### config.mk
export PLATFORM = sky130hd
export DESIGN_NAME = rlse_lane_sync_status
export DESIGN_NICKNAME = d
export VERILOG_FILES = /design/src/hdl/rlse_pkg.sv /design/src/hdl/rlse_lane_sync_status.sv
export SDC_FILE = /design/constraint.sdc
export NUM_CORES = 2
export LEC_CHECK = 0
export ABC_CLOCK_PERIOD_IN_PS = 6700
export BUFFER_PORTS_ARGS = -buffer_cell sky130_fd_sc_hd__buf_2
export CAP_MARGIN = 20
export CORE_ASPECT_RATIO = 2
export CORE_MARGIN = 2
export CORE_UTILIZATION = 43
export DETAILED_ROUTE_END_ITERATION = 8
export PLACE_DENSITY_LB_ADDON = 0.3
export SLEW_MARGIN = 15
export SYNTH_ARGS = -nofsm -noshare
export SYNTH_HDL_FRONTEND = slang
export SYNTH_SLANG_ARGS = --single-unit
### constraint.sdc
create_clock -name clk_i -period 6.7 [get_ports clk_i]
set_clock_uncertainty 0.1 [all_clocks]
set_input_delay 0.67 -clock clk_i [delete_from_list [all_inputs] [get_ports clk_i]]
set_output_delay 0.67 -clock clk_i [all_outputs]
set_load 0.02 [all_outputs]
### src/hdl/rlse_pkg.sv
`default_nettype none
package rlse_pkg;
  localparam int          LANES      = 12;     // Serial lanes
  localparam int          CHANS      = 16;     // Receive channels
  localparam int          CH_W       = 4;      // Channel number width
  localparam int          DATA_W     = 64;     // One data word per beat
  localparam logic [15:0] MFLEN_RST  = 16'h0800; // Meta Frame length, words
  localparam logic [15:0] BSHORT_RST = 16'h0040; // BurstShort, bytes
  localparam int          BSHORT_SH  = 3;      // Bytes to words shift
  localparam logic [2:0]  BUS_MASK   = 3'h7;   // Bus width is 8 words
  localparam logic [2:0]  SW_REP_LIM = 3'h4;   // Bad sync words in a row
  localparam logic [1:0]  SS_REP_LIM = 2'h3;   // Bad scrambler words in a row
  // Avalon byte offsets
  localparam logic [3:0]  REG_MFLEN  = 4'h0;
  localparam logic [3:0]  REG_BSHORT = 4'h4;
  localparam logic [3:0]  REG_LANE   = 4'h8;
  localparam logic [3:0]  REG_ALIGN  = 4'hC;
  localparam int          ALIGN_OK_B  = 0;     // Field positions in REG_ALIGN
  localparam int          ALIGN_ERR_B = 1;

  // Bus slave states, one-hot
  typedef enum logic [1:0] {
    RLSE_AV_IDLE = 2'b01,
    RLSE_AV_DONE = 2'b10
  } rlse_av_t;

  // Per-lane word decoder events, one bit per lane
  typedef struct packed {
    logic [LANES-1:0] word_lock;  // Word boundary lock held
    logic [LANES-1:0] lock_fail;  // Framing bits cannot reach lock
    logic [LANES-1:0] word_vld;   // One word received
    logic [LANES-1:0] frame_bad;  // Illegal framing bits
    logic [LANES-1:0] sw_ok;      // Valid sync word
    logic [LANES-1:0] sw_bad;     // Invalid sync word
    logic [LANES-1:0] ss_ok;      // Expected scrambler state word
    logic [LANES-1:0] ss_bad;     // Unexpected scrambler state word
  } rlse_lane_in_t;

  // Received control word events
  typedef struct packed {
    logic valid;    // Control word seen
    logic burst;    // It is a Burst Control Word
    logic crc_bad;  // CRC24 mismatch
  } rlse_cw_t;

  // One local bus beat
  typedef struct packed {
    logic              ena;
    logic              sop;
    logic              eop;
    logic              err;
    logic [CH_W-1:0]   chan;
    logic [DATA_W-1:0] data;
  } rlse_beat_t;

  // Per-lane status outputs
  typedef struct packed {
    logic [LANES-1:0] locked;
    logic [LANES-1:0] lock_failure;
    logic [LANES-1:0] frame_length_error;
    logic [LANES-1:0] repeat_invalid_error;
    logic [LANES-1:0] descrambler_error;
    logic [LANES-1:0] sync_word_error;
    logic [LANES-1:0] framing_error;
  } rlse_lane_stat_t;

  // Whole block state
  typedef struct packed {
    rlse_lane_stat_t   st;
    logic [LANES-1:0]  sw_seen;
    logic [LANES-1:0]  lock_q;
    logic [LANES*16-1:0] mf_cnt;
    logic [LANES*3-1:0]  sw_run;
    logic [LANES*2-1:0]  ss_run;
    logic              aligned;
    logic              was_aligned;
    logic              align_err;
    logic              crc_err;
    logic              burst_err;
    logic              msop;
    logic              meop;
    logic              bcw_seen;
    logic [15:0]       gap;
    logic [15:0]       bwords;
    logic              last_eop;
    logic [CHANS-1:0]  open;
    logic [CHANS-1:0]  perr;
    rlse_beat_t        beat;
    rlse_av_t          av;
    logic [31:0]       rdata;
    logic [15:0]       mflen;
    logic [15:0]       bshort;
  } rlse_state_t;
endpackage : rlse_pkg
`default_nettype wire

### src/hdl/rlse_lane_sync_status.sv
// Operation
// - Lock bit high only when lane fully healthy
// - Lock bit low on no lock or error
// - Lock failure on framing trouble or no sync
// - Sticky lane errors clear on relock or other
// - Frame length error on wrong sync spacing
// - Repeat error: 4 bad sync, 3 bad scrambler
// - Descrambler error pulse after lock only
// - Sync word error pulse after lock only
// - Aligned only when all lanes deskewed
// - Alignment error on give-up or loss
// - Framing error pulse per illegal pattern; here only while word lock is held
// - Framing error after alignment acts as CRC
// - CRC24 error one-cycle pulse per mismatch
// - CRC error marks all open packets errored
// - Missing start: pulse, insert start, error
// - Missing end: pulse, drop start, merge, error
// - Burst error pulse, treated as CRC error
// - BurstShort violation on close burst words
// - Burst length not multiple of bus width
// - All outputs change on clock edges only, except avs_waitrequest
//
// Our own choices: the Avalon-MM slave port and the placing of the registers.
`default_nettype none
module rlse_lane_sync_status
  import rlse_pkg::*;
(
  input  wire logic            clk_i,       // Local bus clock
  input  wire logic            rst_i,       // Synchronous, active high
  input  wire rlse_lane_in_t   lane_i,      // Lane decoder events
  input  wire logic            deskew_i,    // All lanes deskewed
  input  wire logic            give_up_i,   // Alignment attempts exhausted
  input  wire rlse_cw_t        cw_i,        // Control word events
  input  wire rlse_beat_t      beat_i,      // Raw received beat
  input  wire logic [3:0]      avs_address,
  input  wire logic            avs_read,
  input  wire logic            avs_write,
  input  wire logic [31:0]     avs_writedata,
  output logic [31:0]          avs_readdata,
  output logic                 avs_waitrequest,
  output rlse_lane_stat_t      lane_stat_o,  // Per-lane status
  output logic                 aligned_o,
  output logic                 align_err_o,
  output logic                 crc_err_o,
  output logic                 burst_err_o,
  output logic                 missing_start_error_o,
  output logic                 missing_end_error_o,
  output rlse_beat_t           beat_o        // Repaired beat
);

  rlse_state_t q;        // Registered state
  rlse_state_t next_q;   // Next state

  // True when a burst ends off the bus-width grid
  function automatic logic rlse_off_grid(input logic [15:0] w);
    rlse_off_grid = (w[2:0] & BUS_MASK) != 3'h0;
  endfunction : rlse_off_grid

  // Register decode for reads
  function automatic logic [31:0] rlse_rd(input rlse_state_t s,
                                          input logic [3:0] a);
    rlse_rd = 32'h0;
    // Read-only and unmapped places ignore writes
    case (a)
      REG_MFLEN:  rlse_rd = {16'h0, s.mflen};
      REG_BSHORT: rlse_rd = {16'h0, s.bshort};
      REG_LANE:   rlse_rd = {20'h0, s.st.locked};
      REG_ALIGN: begin
        rlse_rd[ALIGN_OK_B]  = s.aligned;
        rlse_rd[ALIGN_ERR_B] = s.align_err;
      end
      default:    rlse_rd = 32'h0;  // Unmapped reads zero
    endcase
  endfunction : rlse_rd

  // Combinational next-state logic
  always_comb begin
    // Scratch values, rebuilt every cycle
    logic              cw_err;   // Anything that counts as CRC24 error
    logic              bviol;    // Burst violation this cycle
    logic [15:0]       cnt;
    logic [2:0]        swr;
    logic [1:0]        ssr;
    logic              fail;
    logic              lenb;
    logic              repb;
    logic [CH_W-1:0]   ch;
    cw_err = 1'b0;
    bviol  = 1'b0;
    cnt    = 16'h0;
    swr    = 3'h0;
    ssr    = 2'h0;
    fail   = 1'b0;
    lenb   = 1'b0;
    repb   = 1'b0;
    ch     = beat_i.chan;
    next_q = q;
    // Last lock level, for the relock edge
    next_q.lock_q = lane_i.word_lock;

    // Per-lane monitoring
    for (int l = 0; l < LANES; l++) begin
      cnt = q.mf_cnt[l*16 +: 16];
      swr = q.sw_run[l*3 +: 3];
      ssr = q.ss_run[l*2 +: 2];
      // Pulses only after lock
      next_q.st.descrambler_error[l] =
        lane_i.word_lock[l] & lane_i.ss_bad[l];
      next_q.st.sync_word_error[l] =
        lane_i.word_lock[l] & lane_i.sw_bad[l];
      next_q.st.framing_error[l] =
        lane_i.word_lock[l] & lane_i.frame_bad[l];
      if (!lane_i.word_lock[l]) begin
        // Counters restart while unlocked
        cnt = 16'h0;
        swr = 3'h0;
        ssr = 2'h0;
        next_q.sw_seen[l] = 1'b0;
        fail = lane_i.lock_fail[l];
        lenb = q.st.frame_length_error[l];
        repb = q.st.repeat_invalid_error[l];
      end else begin
        if (lane_i.word_vld[l]) begin
          cnt = cnt + 16'h1;
        end
        // Spacing of sync words against configured length
        lenb = 1'b0;
        if (lane_i.sw_ok[l] | lane_i.sw_bad[l]) begin
          lenb = q.sw_seen[l] & (cnt != q.mflen);
          cnt = 16'h0;
        end
        // Saturating runs of bad words
        if (lane_i.sw_ok[l]) begin
          next_q.sw_seen[l] = 1'b1;
          swr = 3'h0;
        end else if (lane_i.sw_bad[l] && swr != SW_REP_LIM) begin
          swr = swr + 3'h1;
        end
        if (lane_i.ss_ok[l]) begin
          ssr = 2'h0;
        end else if (lane_i.ss_bad[l] && ssr != SS_REP_LIM) begin
          ssr = ssr + 2'h1;
        end
        repb = (lane_i.sw_bad[l] && swr == SW_REP_LIM) ||
               (lane_i.ss_bad[l] && ssr == SS_REP_LIM);
        // Framing trouble, or sync word overdue by a frame
        fail = lane_i.frame_bad[l] ||
               (!q.sw_seen[l] && cnt > q.mflen);
      end
      next_q.mf_cnt[l*16 +: 16] = cnt;
      next_q.sw_run[l*3 +: 3]   = ssr == 2'h0 && swr == 3'h0 ? 3'h0 : swr;
      next_q.ss_run[l*2 +: 2]   = ssr;
      // Sticky bits: a new failure replaces the others
      // Limitation: relock needs a low cycle first
      if (lane_i.word_lock[l] && !q.lock_q[l]) begin
        // Regained lock clears all
        next_q.st.lock_failure[l]         = 1'b0;
        next_q.st.frame_length_error[l]   = 1'b0;
        next_q.st.repeat_invalid_error[l] = 1'b0;
      end
      if (fail) begin
        next_q.st.lock_failure[l]         = 1'b1;
        next_q.st.frame_length_error[l]   = 1'b0;
        next_q.st.repeat_invalid_error[l] = 1'b0;
      end else if (lenb && lane_i.word_lock[l]) begin
        next_q.st.lock_failure[l]         = 1'b0;
        next_q.st.frame_length_error[l]   = 1'b1;
        next_q.st.repeat_invalid_error[l] = 1'b0;
      end else if (repb && lane_i.word_lock[l]) begin
        next_q.st.lock_failure[l]         = 1'b0;
        next_q.st.frame_length_error[l]   = 1'b0;
        next_q.st.repeat_invalid_error[l] = 1'b1;
      end
      // Healthy lane only
      next_q.st.locked[l] = lane_i.word_lock[l] & next_q.sw_seen[l] &
        ~next_q.st.lock_failure[l] & ~next_q.st.frame_length_error[l] &
        ~next_q.st.repeat_invalid_error[l] &
        ~next_q.st.descrambler_error[l] &
        ~next_q.st.sync_word_error[l] &
        ~next_q.st.framing_error[l];
    end

    // Alignment
    next_q.aligned = deskew_i & (&next_q.st.locked);
    // Error stays until alignment returns
    if (next_q.aligned) begin
      next_q.was_aligned = 1'b1;
      next_q.align_err   = 1'b0;
    end else if (give_up_i || q.was_aligned) begin
      next_q.align_err   = 1'b1;
      next_q.was_aligned = 1'b0;
    end

    // Burst spacing and length on Burst Control Words
    // Gap and length count local bus beats
    if (beat_i.ena) begin
      next_q.gap    = q.gap + 16'h1;
      next_q.bwords = q.bwords + 16'h1;
      // A burst ending with EOP may be short
      next_q.last_eop = beat_i.eop;
    end
    if (cw_i.valid && cw_i.burst) begin
      // First burst word has nothing to compare
      if (q.bcw_seen) begin
        bviol = (q.gap < (q.bshort >> BSHORT_SH)) ||
                (!q.last_eop && rlse_off_grid(q.bwords));
      end
      next_q.bcw_seen = 1'b1;
      next_q.gap      = 16'h0;
      next_q.bwords   = 16'h0;
      next_q.last_eop = 1'b0;
    end
    // CRC24 cannot be tied to one packet,
    // so every open packet takes the error
    cw_err = (cw_i.valid & cw_i.crc_bad) | bviol |
             (q.aligned & (|next_q.st.framing_error));
    next_q.crc_err   = cw_i.valid & cw_i.crc_bad;
    next_q.burst_err = bviol;

    // Packet delineation repair
    next_q.msop = 1'b0;
    next_q.meop = 1'b0;
    next_q.beat = beat_i;
    next_q.beat.err = 1'b0;
    if (cw_err) begin
      next_q.perr = q.perr | q.open;
    end
    if (beat_i.ena) begin
      if (beat_i.sop && q.open[ch]) begin
        // Extra start on an open channel: merge
        next_q.meop     = 1'b1;
        next_q.beat.sop = 1'b0;
        next_q.perr[ch] = 1'b1;
      end else if (!beat_i.sop && !q.open[ch]) begin
        // Data with no start: insert one
        next_q.msop     = 1'b1;
        next_q.beat.sop = 1'b1;
        next_q.perr[ch] = 1'b1;
      end else if (beat_i.sop) begin
        // Clean start opens a fresh packet
        next_q.perr[ch] = beat_i.err | cw_err;
      end
      next_q.open[ch] = 1'b1;
      if (beat_i.eop) begin
        // End closes the packet and reports its error
        next_q.beat.err = next_q.perr[ch] | beat_i.err | cw_err;
        next_q.open[ch] = 1'b0;
        next_q.perr[ch] = 1'b0;
      end
    end

    // Avalon slave: one wait cycle, then answer
    case (q.av)
      RLSE_AV_IDLE: begin
        // Read data captured a cycle early, held
        if (avs_read || avs_write) begin
          next_q.av    = RLSE_AV_DONE;
          next_q.rdata = rlse_rd(q, avs_address);
        end
      end
      RLSE_AV_DONE: begin
        // Writes commit on the edge after the wait, which ends the transfer
        next_q.av = RLSE_AV_IDLE;
        if (avs_write && avs_address == REG_MFLEN) begin
          next_q.mflen = avs_writedata[15:0];
        end
        if (avs_write && avs_address == REG_BSHORT) begin
          next_q.bshort = avs_writedata[15:0];
        end
      end
      default: next_q.av = RLSE_AV_IDLE;
    endcase
  end

  // State register
  always_ff @(posedge clk_i) begin
    if (rst_i) begin
      // Configuration returns to its defaults
      q        <= '0;
      q.av     <= RLSE_AV_IDLE;
      q.mflen  <= MFLEN_RST;
      q.bshort <= BSHORT_RST;
    end else begin
      q <= next_q;
    end
  end

  // Outputs straight from flops
  assign lane_stat_o           = q.st;
  assign aligned_o             = q.aligned;
  assign align_err_o           = q.align_err;
  assign crc_err_o             = q.crc_err;
  assign burst_err_o           = q.burst_err;
  assign missing_start_error_o = q.msop;
  assign missing_end_error_o   = q.meop;
  assign beat_o                = q.beat;
  assign avs_readdata          = q.rdata;
  // Wait in the first cycle of every request
  // Trade-off: a fixed wait keeps read data in a flop
  assign avs_waitrequest = (avs_read | avs_write) & (q.av == RLSE_AV_IDLE);
endmodule : rlse_lane_sync_status
`default_nettype wire

==> run summary <==
The flow ran to the end, and the final reports show no timing, DRC or antenna violations. The startpoint-to-endpoint class of the critical path is reg -> reg. The number of DRC violations after detailed routing came out at 0. The initial antenna violation count is 9. The total internal power is 5.38 mW. The number of ports placed on the die boundary came out at 408. TritonCTS built the clock tree. The via count of the first global-routing pass is 31300. The cts-stage hold buffer count came out at 0.

The biggest fanout along the worst timing path is 10. The DRC marker count from the first detailed-route iteration came out at 2130. After detailed routing, the number of vias per cell comes to 5.83.

The pre-CTS setup slack came out at 902 ps. The share of total power dissipated in combinational logic is 8.2%. At the end of the flow, the number of nets in the layout was 4798. The number of CTS-inserted buffers is 52. The most used flip-flop cell after synthesis is dfxtp_1. The detail route stage leaves a number of antenna-violating nets equal to 0. The leading area contributor after synthesis is dfxtp_1.

The detailed-route wire length per cell came out at 22.1 um. The count of flip-flops with a built-in enable after synthesis came out at 0. The die outline width came out at 204 um. The number of max-cap violations is 0. The HPWL after detailed placement is 89.7 mm.

The post-synth design cell area came out at 0.0346 sq mm. The final weighted congestion in routability-driven placement is 0.958. The net switching power is 1.86 mW.

The global-route usage over all layers came out at 28.3%. The remaining max-slew budget at the tightest pin came out at 25.6%. The overall via count from detail_route came out at 31600. Row generation in the floorplan step produced 147 rows.

STA puts the critical path data required time at 7160 ps. The final routed wirelength across all metal layers came out at 120 mm. The area of the core came out at 0.0800 sq mm.

The area occupied by multi-input gates is 0.0211 sq mm. A synthesized cell averages 8.18 sq um. The number of max-slew violations in the final report came out at 0. The top cell type by area accounts for 31.4% of the synthesized area. The flip-flop and latch count after synthesis came out at 542. In this run the worst hold path is classified as in -> reg. The clock latency reported for the late side of the worst-skew pair is 640 ps. In this run the deepest clock path goes through 3 buffers. The clock tree synthesis step divided the H-tree into 2 levels.

Input and output buffers added on the ports amount to 375. The top achievable clock speed is 0.183 GHz. Power spread over the standard cell area amounts to 191 mW/mm^2.

For the finished layout, the period the worst path requires is 5470 ps. The final worst-path setup slack came out at 1230 ps. The tree is rooted in a clkbuf_16.

The post-synthesis cell count came out at 4226. The number of buffers added for setup after CTS is 0. The CTS clock-pin slew for the worst setup and hold paths is 70 ps. Once the floorplan was initialized, standard cells occupied 43.2% of the core.

The final core area utilization is 47.3%. The accumulated negative setup slack came out at 0 ps. The part of the power in registers came out at 45.8%. Setup violations remaining at the end of the flow were counted as 0. The transition at the pin with the smallest max-transition slack is 1110 ps.

The height of the chip came out at 405 um. The growth of design area from synthesis to finish came out at 9.58%. The worst voltage drop across the vdd grid came out at 0.177 mV. The number of filler instances in the final layout is 7901. The static leakage came out at 15.1 nW. The register area share after synthesis is 31.4%. The switching share of power is 25.7%. Counting instances in the post-synthesis netlist gives the leading cell types as 680 x nor2_1, 542 x dfxtp_1, 274 x nand2_1, 255 x ha_1, 242 x xnor2_1.

The iteration count of the initial detailed-routing pass came out at 6. The worst hold slack across all endpoints is 125 ps. For this run, the number of Yosys warnings is 0. The die covers 0.0828 sq mm.

Entering global routing, the biggest net connects 83 pins. The worst endpoint data arrival time came out at 5930 ps. The most used standard cell by instance count after synthesis is nor2_1. The number of instances resized during post-cts repair came out at 0. The type of element capturing the critical path is a register.

The netlist uses 98 different library cells. The first-pass GRT wire length is 179 mm. The fraction of the cycle the final worst path needs is 81.6%. Setup repair after global routing left no endpoint under its margin. The fraction of layout cells with a size suffix above 1 came out at 13.5%. Clock tree synthesis found a total of 542 sinks. The worst setup path is launched from a register. The sequential cells in the finished layout cover a total of 0.0109 sq mm. After synthesis, the cell types taking the most area are dfxtp_1 31%, ha_1 9.2%, nor2_1 7.4%, xnor2_1 6.1%, buf_4 4.2%. Of the total power, the clock network draws 46.0%. The share of flip-flops with an asynchronous set or reset after synthesis came out at 0%. The final global-route overflow total came out at 0.

The number of hold violations in the final report is 0.
-- metal layers --
layer  wire (um)  share of wire, %  vias to the layer above  track usage [%]
li1            -                 -                    14900                -
met1       42300                35                    14900             28.8
met2       58300                49                     1347             50.3
met3        8950               7.5                      466             5.59
met4       10200               8.5                       10             21.6
met5          68             0.057                        -                0
-- placed cells by master, fill, tap and decap left out, types with 17 or more instances in the layout --
| cell type | instances |
|---|---|
| a2111oi_0 | 21 |
| or2_2 | 24 |
| mux2i_1 | 88 |
| nor4_1 | 66 |
| o21ai_0 | 118 |
| or4_1 | 17 |
| and4_1 | 20 |
| dfxtp_1 | 540 |
| nor2_1 | 680 |
| nor3_1 | 113 |
| a31oi_1 | 33 |
| xor2_1 | 129 |
| o211ai_1 | 24 |
| a21o_1 | 17 |
| xnor2_1 | 242 |
| a211oi_1 | 52 |
| or3_1 | 23 |
| inv_1 | 114 |
| a22oi_1 | 18 |
| a221oi_1 | 26 |
| and3_1 | 63 |
| buf_4 | 45 |
| o2111ai_1 | 22 |
| nand4_1 | 105 |
| a21oi_1 | 132 |
| nand2_1 | 274 |
| nor2b_1 | 121 |
| nand2b_1 | 47 |
| nand3_1 | 125 |
| nor3b_1 | 22 |
| clkbuf_16 | 53 |
| a21boi_0 | 18 |
| ha_1 | 255 |
| buf_2 | 374 |
| and2_1 | 49 |
-- state kept, by name (all words and copies together) (netlist names), named ones only --
name	cells
align_err_o	1
avs_readdata	16
beat_o	72
missing_end_error_o	1
aligned_o	1
burst_err_o	1
lane_stat_o	84
missing_start_error_o	1
q	348
crc_err_o	1
-- power by group through the flow --
| stage | sequential, mW | combinational (mW) | clock, mW |
|---|---|---|---|
| floorplan | 3.38 | 0.413 | 0 |
| global placement | 3.39 | 0.589 | 0 |
| detailed placement | 3.39 | 0.594 | 0 |
| CTS | 3.32 | 0.597 | 3.40 |
| global route | 3.32 | 0.647 | 3.52 |
| finish | 3.32 | 0.596 | 3.34 |
-- path summary, 6_finish.rpt --
path / startpoint / end / slack (ps) / depth (start not counted)
setup / recovery: q[367] / aligned_o / 1230 / 15
hold / removal: lane_i[12] / q[211] / 120 / 2
setup reg to reg: q[367] / aligned_o / 1230 / 15
hold reg to reg: lane_stat_o[58] / lane_stat_o[58] / 370 / 2
-- logic make-up after synthesis --
logic type                 count (synthesis)  share of synthesized area, %
adders and majority gates                255                          9.23
DFF                                      542                          31.4
buffers and inverters                    507                          7.70
and+or+nand+nor                         1813                          26.0
other                                      1                        0.0108
AOI/OAI and AO/OA                        627                          12.4
xor gates and xnor gates                 380                          9.99
muxes                                    101                          3.23
-- critical path, stage by stage, from the launching register on --
cell and delay (ps):
dfxtp_1 490, ha_1 270, nand4_1 370, nor4_1 760
nand3_1 180, xor2_1 350, nor2_1 80, ha_1 190
a221o_1 320, nor4_1 170, a31oi_1 340, nor4_1 350
nand4_1 120, or4b_1 630, nor4_2 500, and2_1 180
-- final cells by class --
class                   instances  share of cell area [%]
well taps                    1043                    3.45
diodes                          5                  0.0330
multi-input cells            3192                    55.8
clock inverters                34                    1.20
inverters                     122                    1.21
flip-flops and latches        542                    28.7
repair buffers                420                    5.86
clock buffers                  64                    3.82
-- metrics by stage --
step / area, sq um / cells / total power, mW
floorplan: 34600 / 4241 / 3.79
global placement: 36000 / 5319 / 3.98
detailed placement: 36000 / 5319 / 3.98
CTS: 37900 / 5417 / 7.31
global route: 37900 / 5418 / 7.49
finish: 37900 / 5422 / 7.25
No activity file was read; power rests on OpenSTA's default activity.
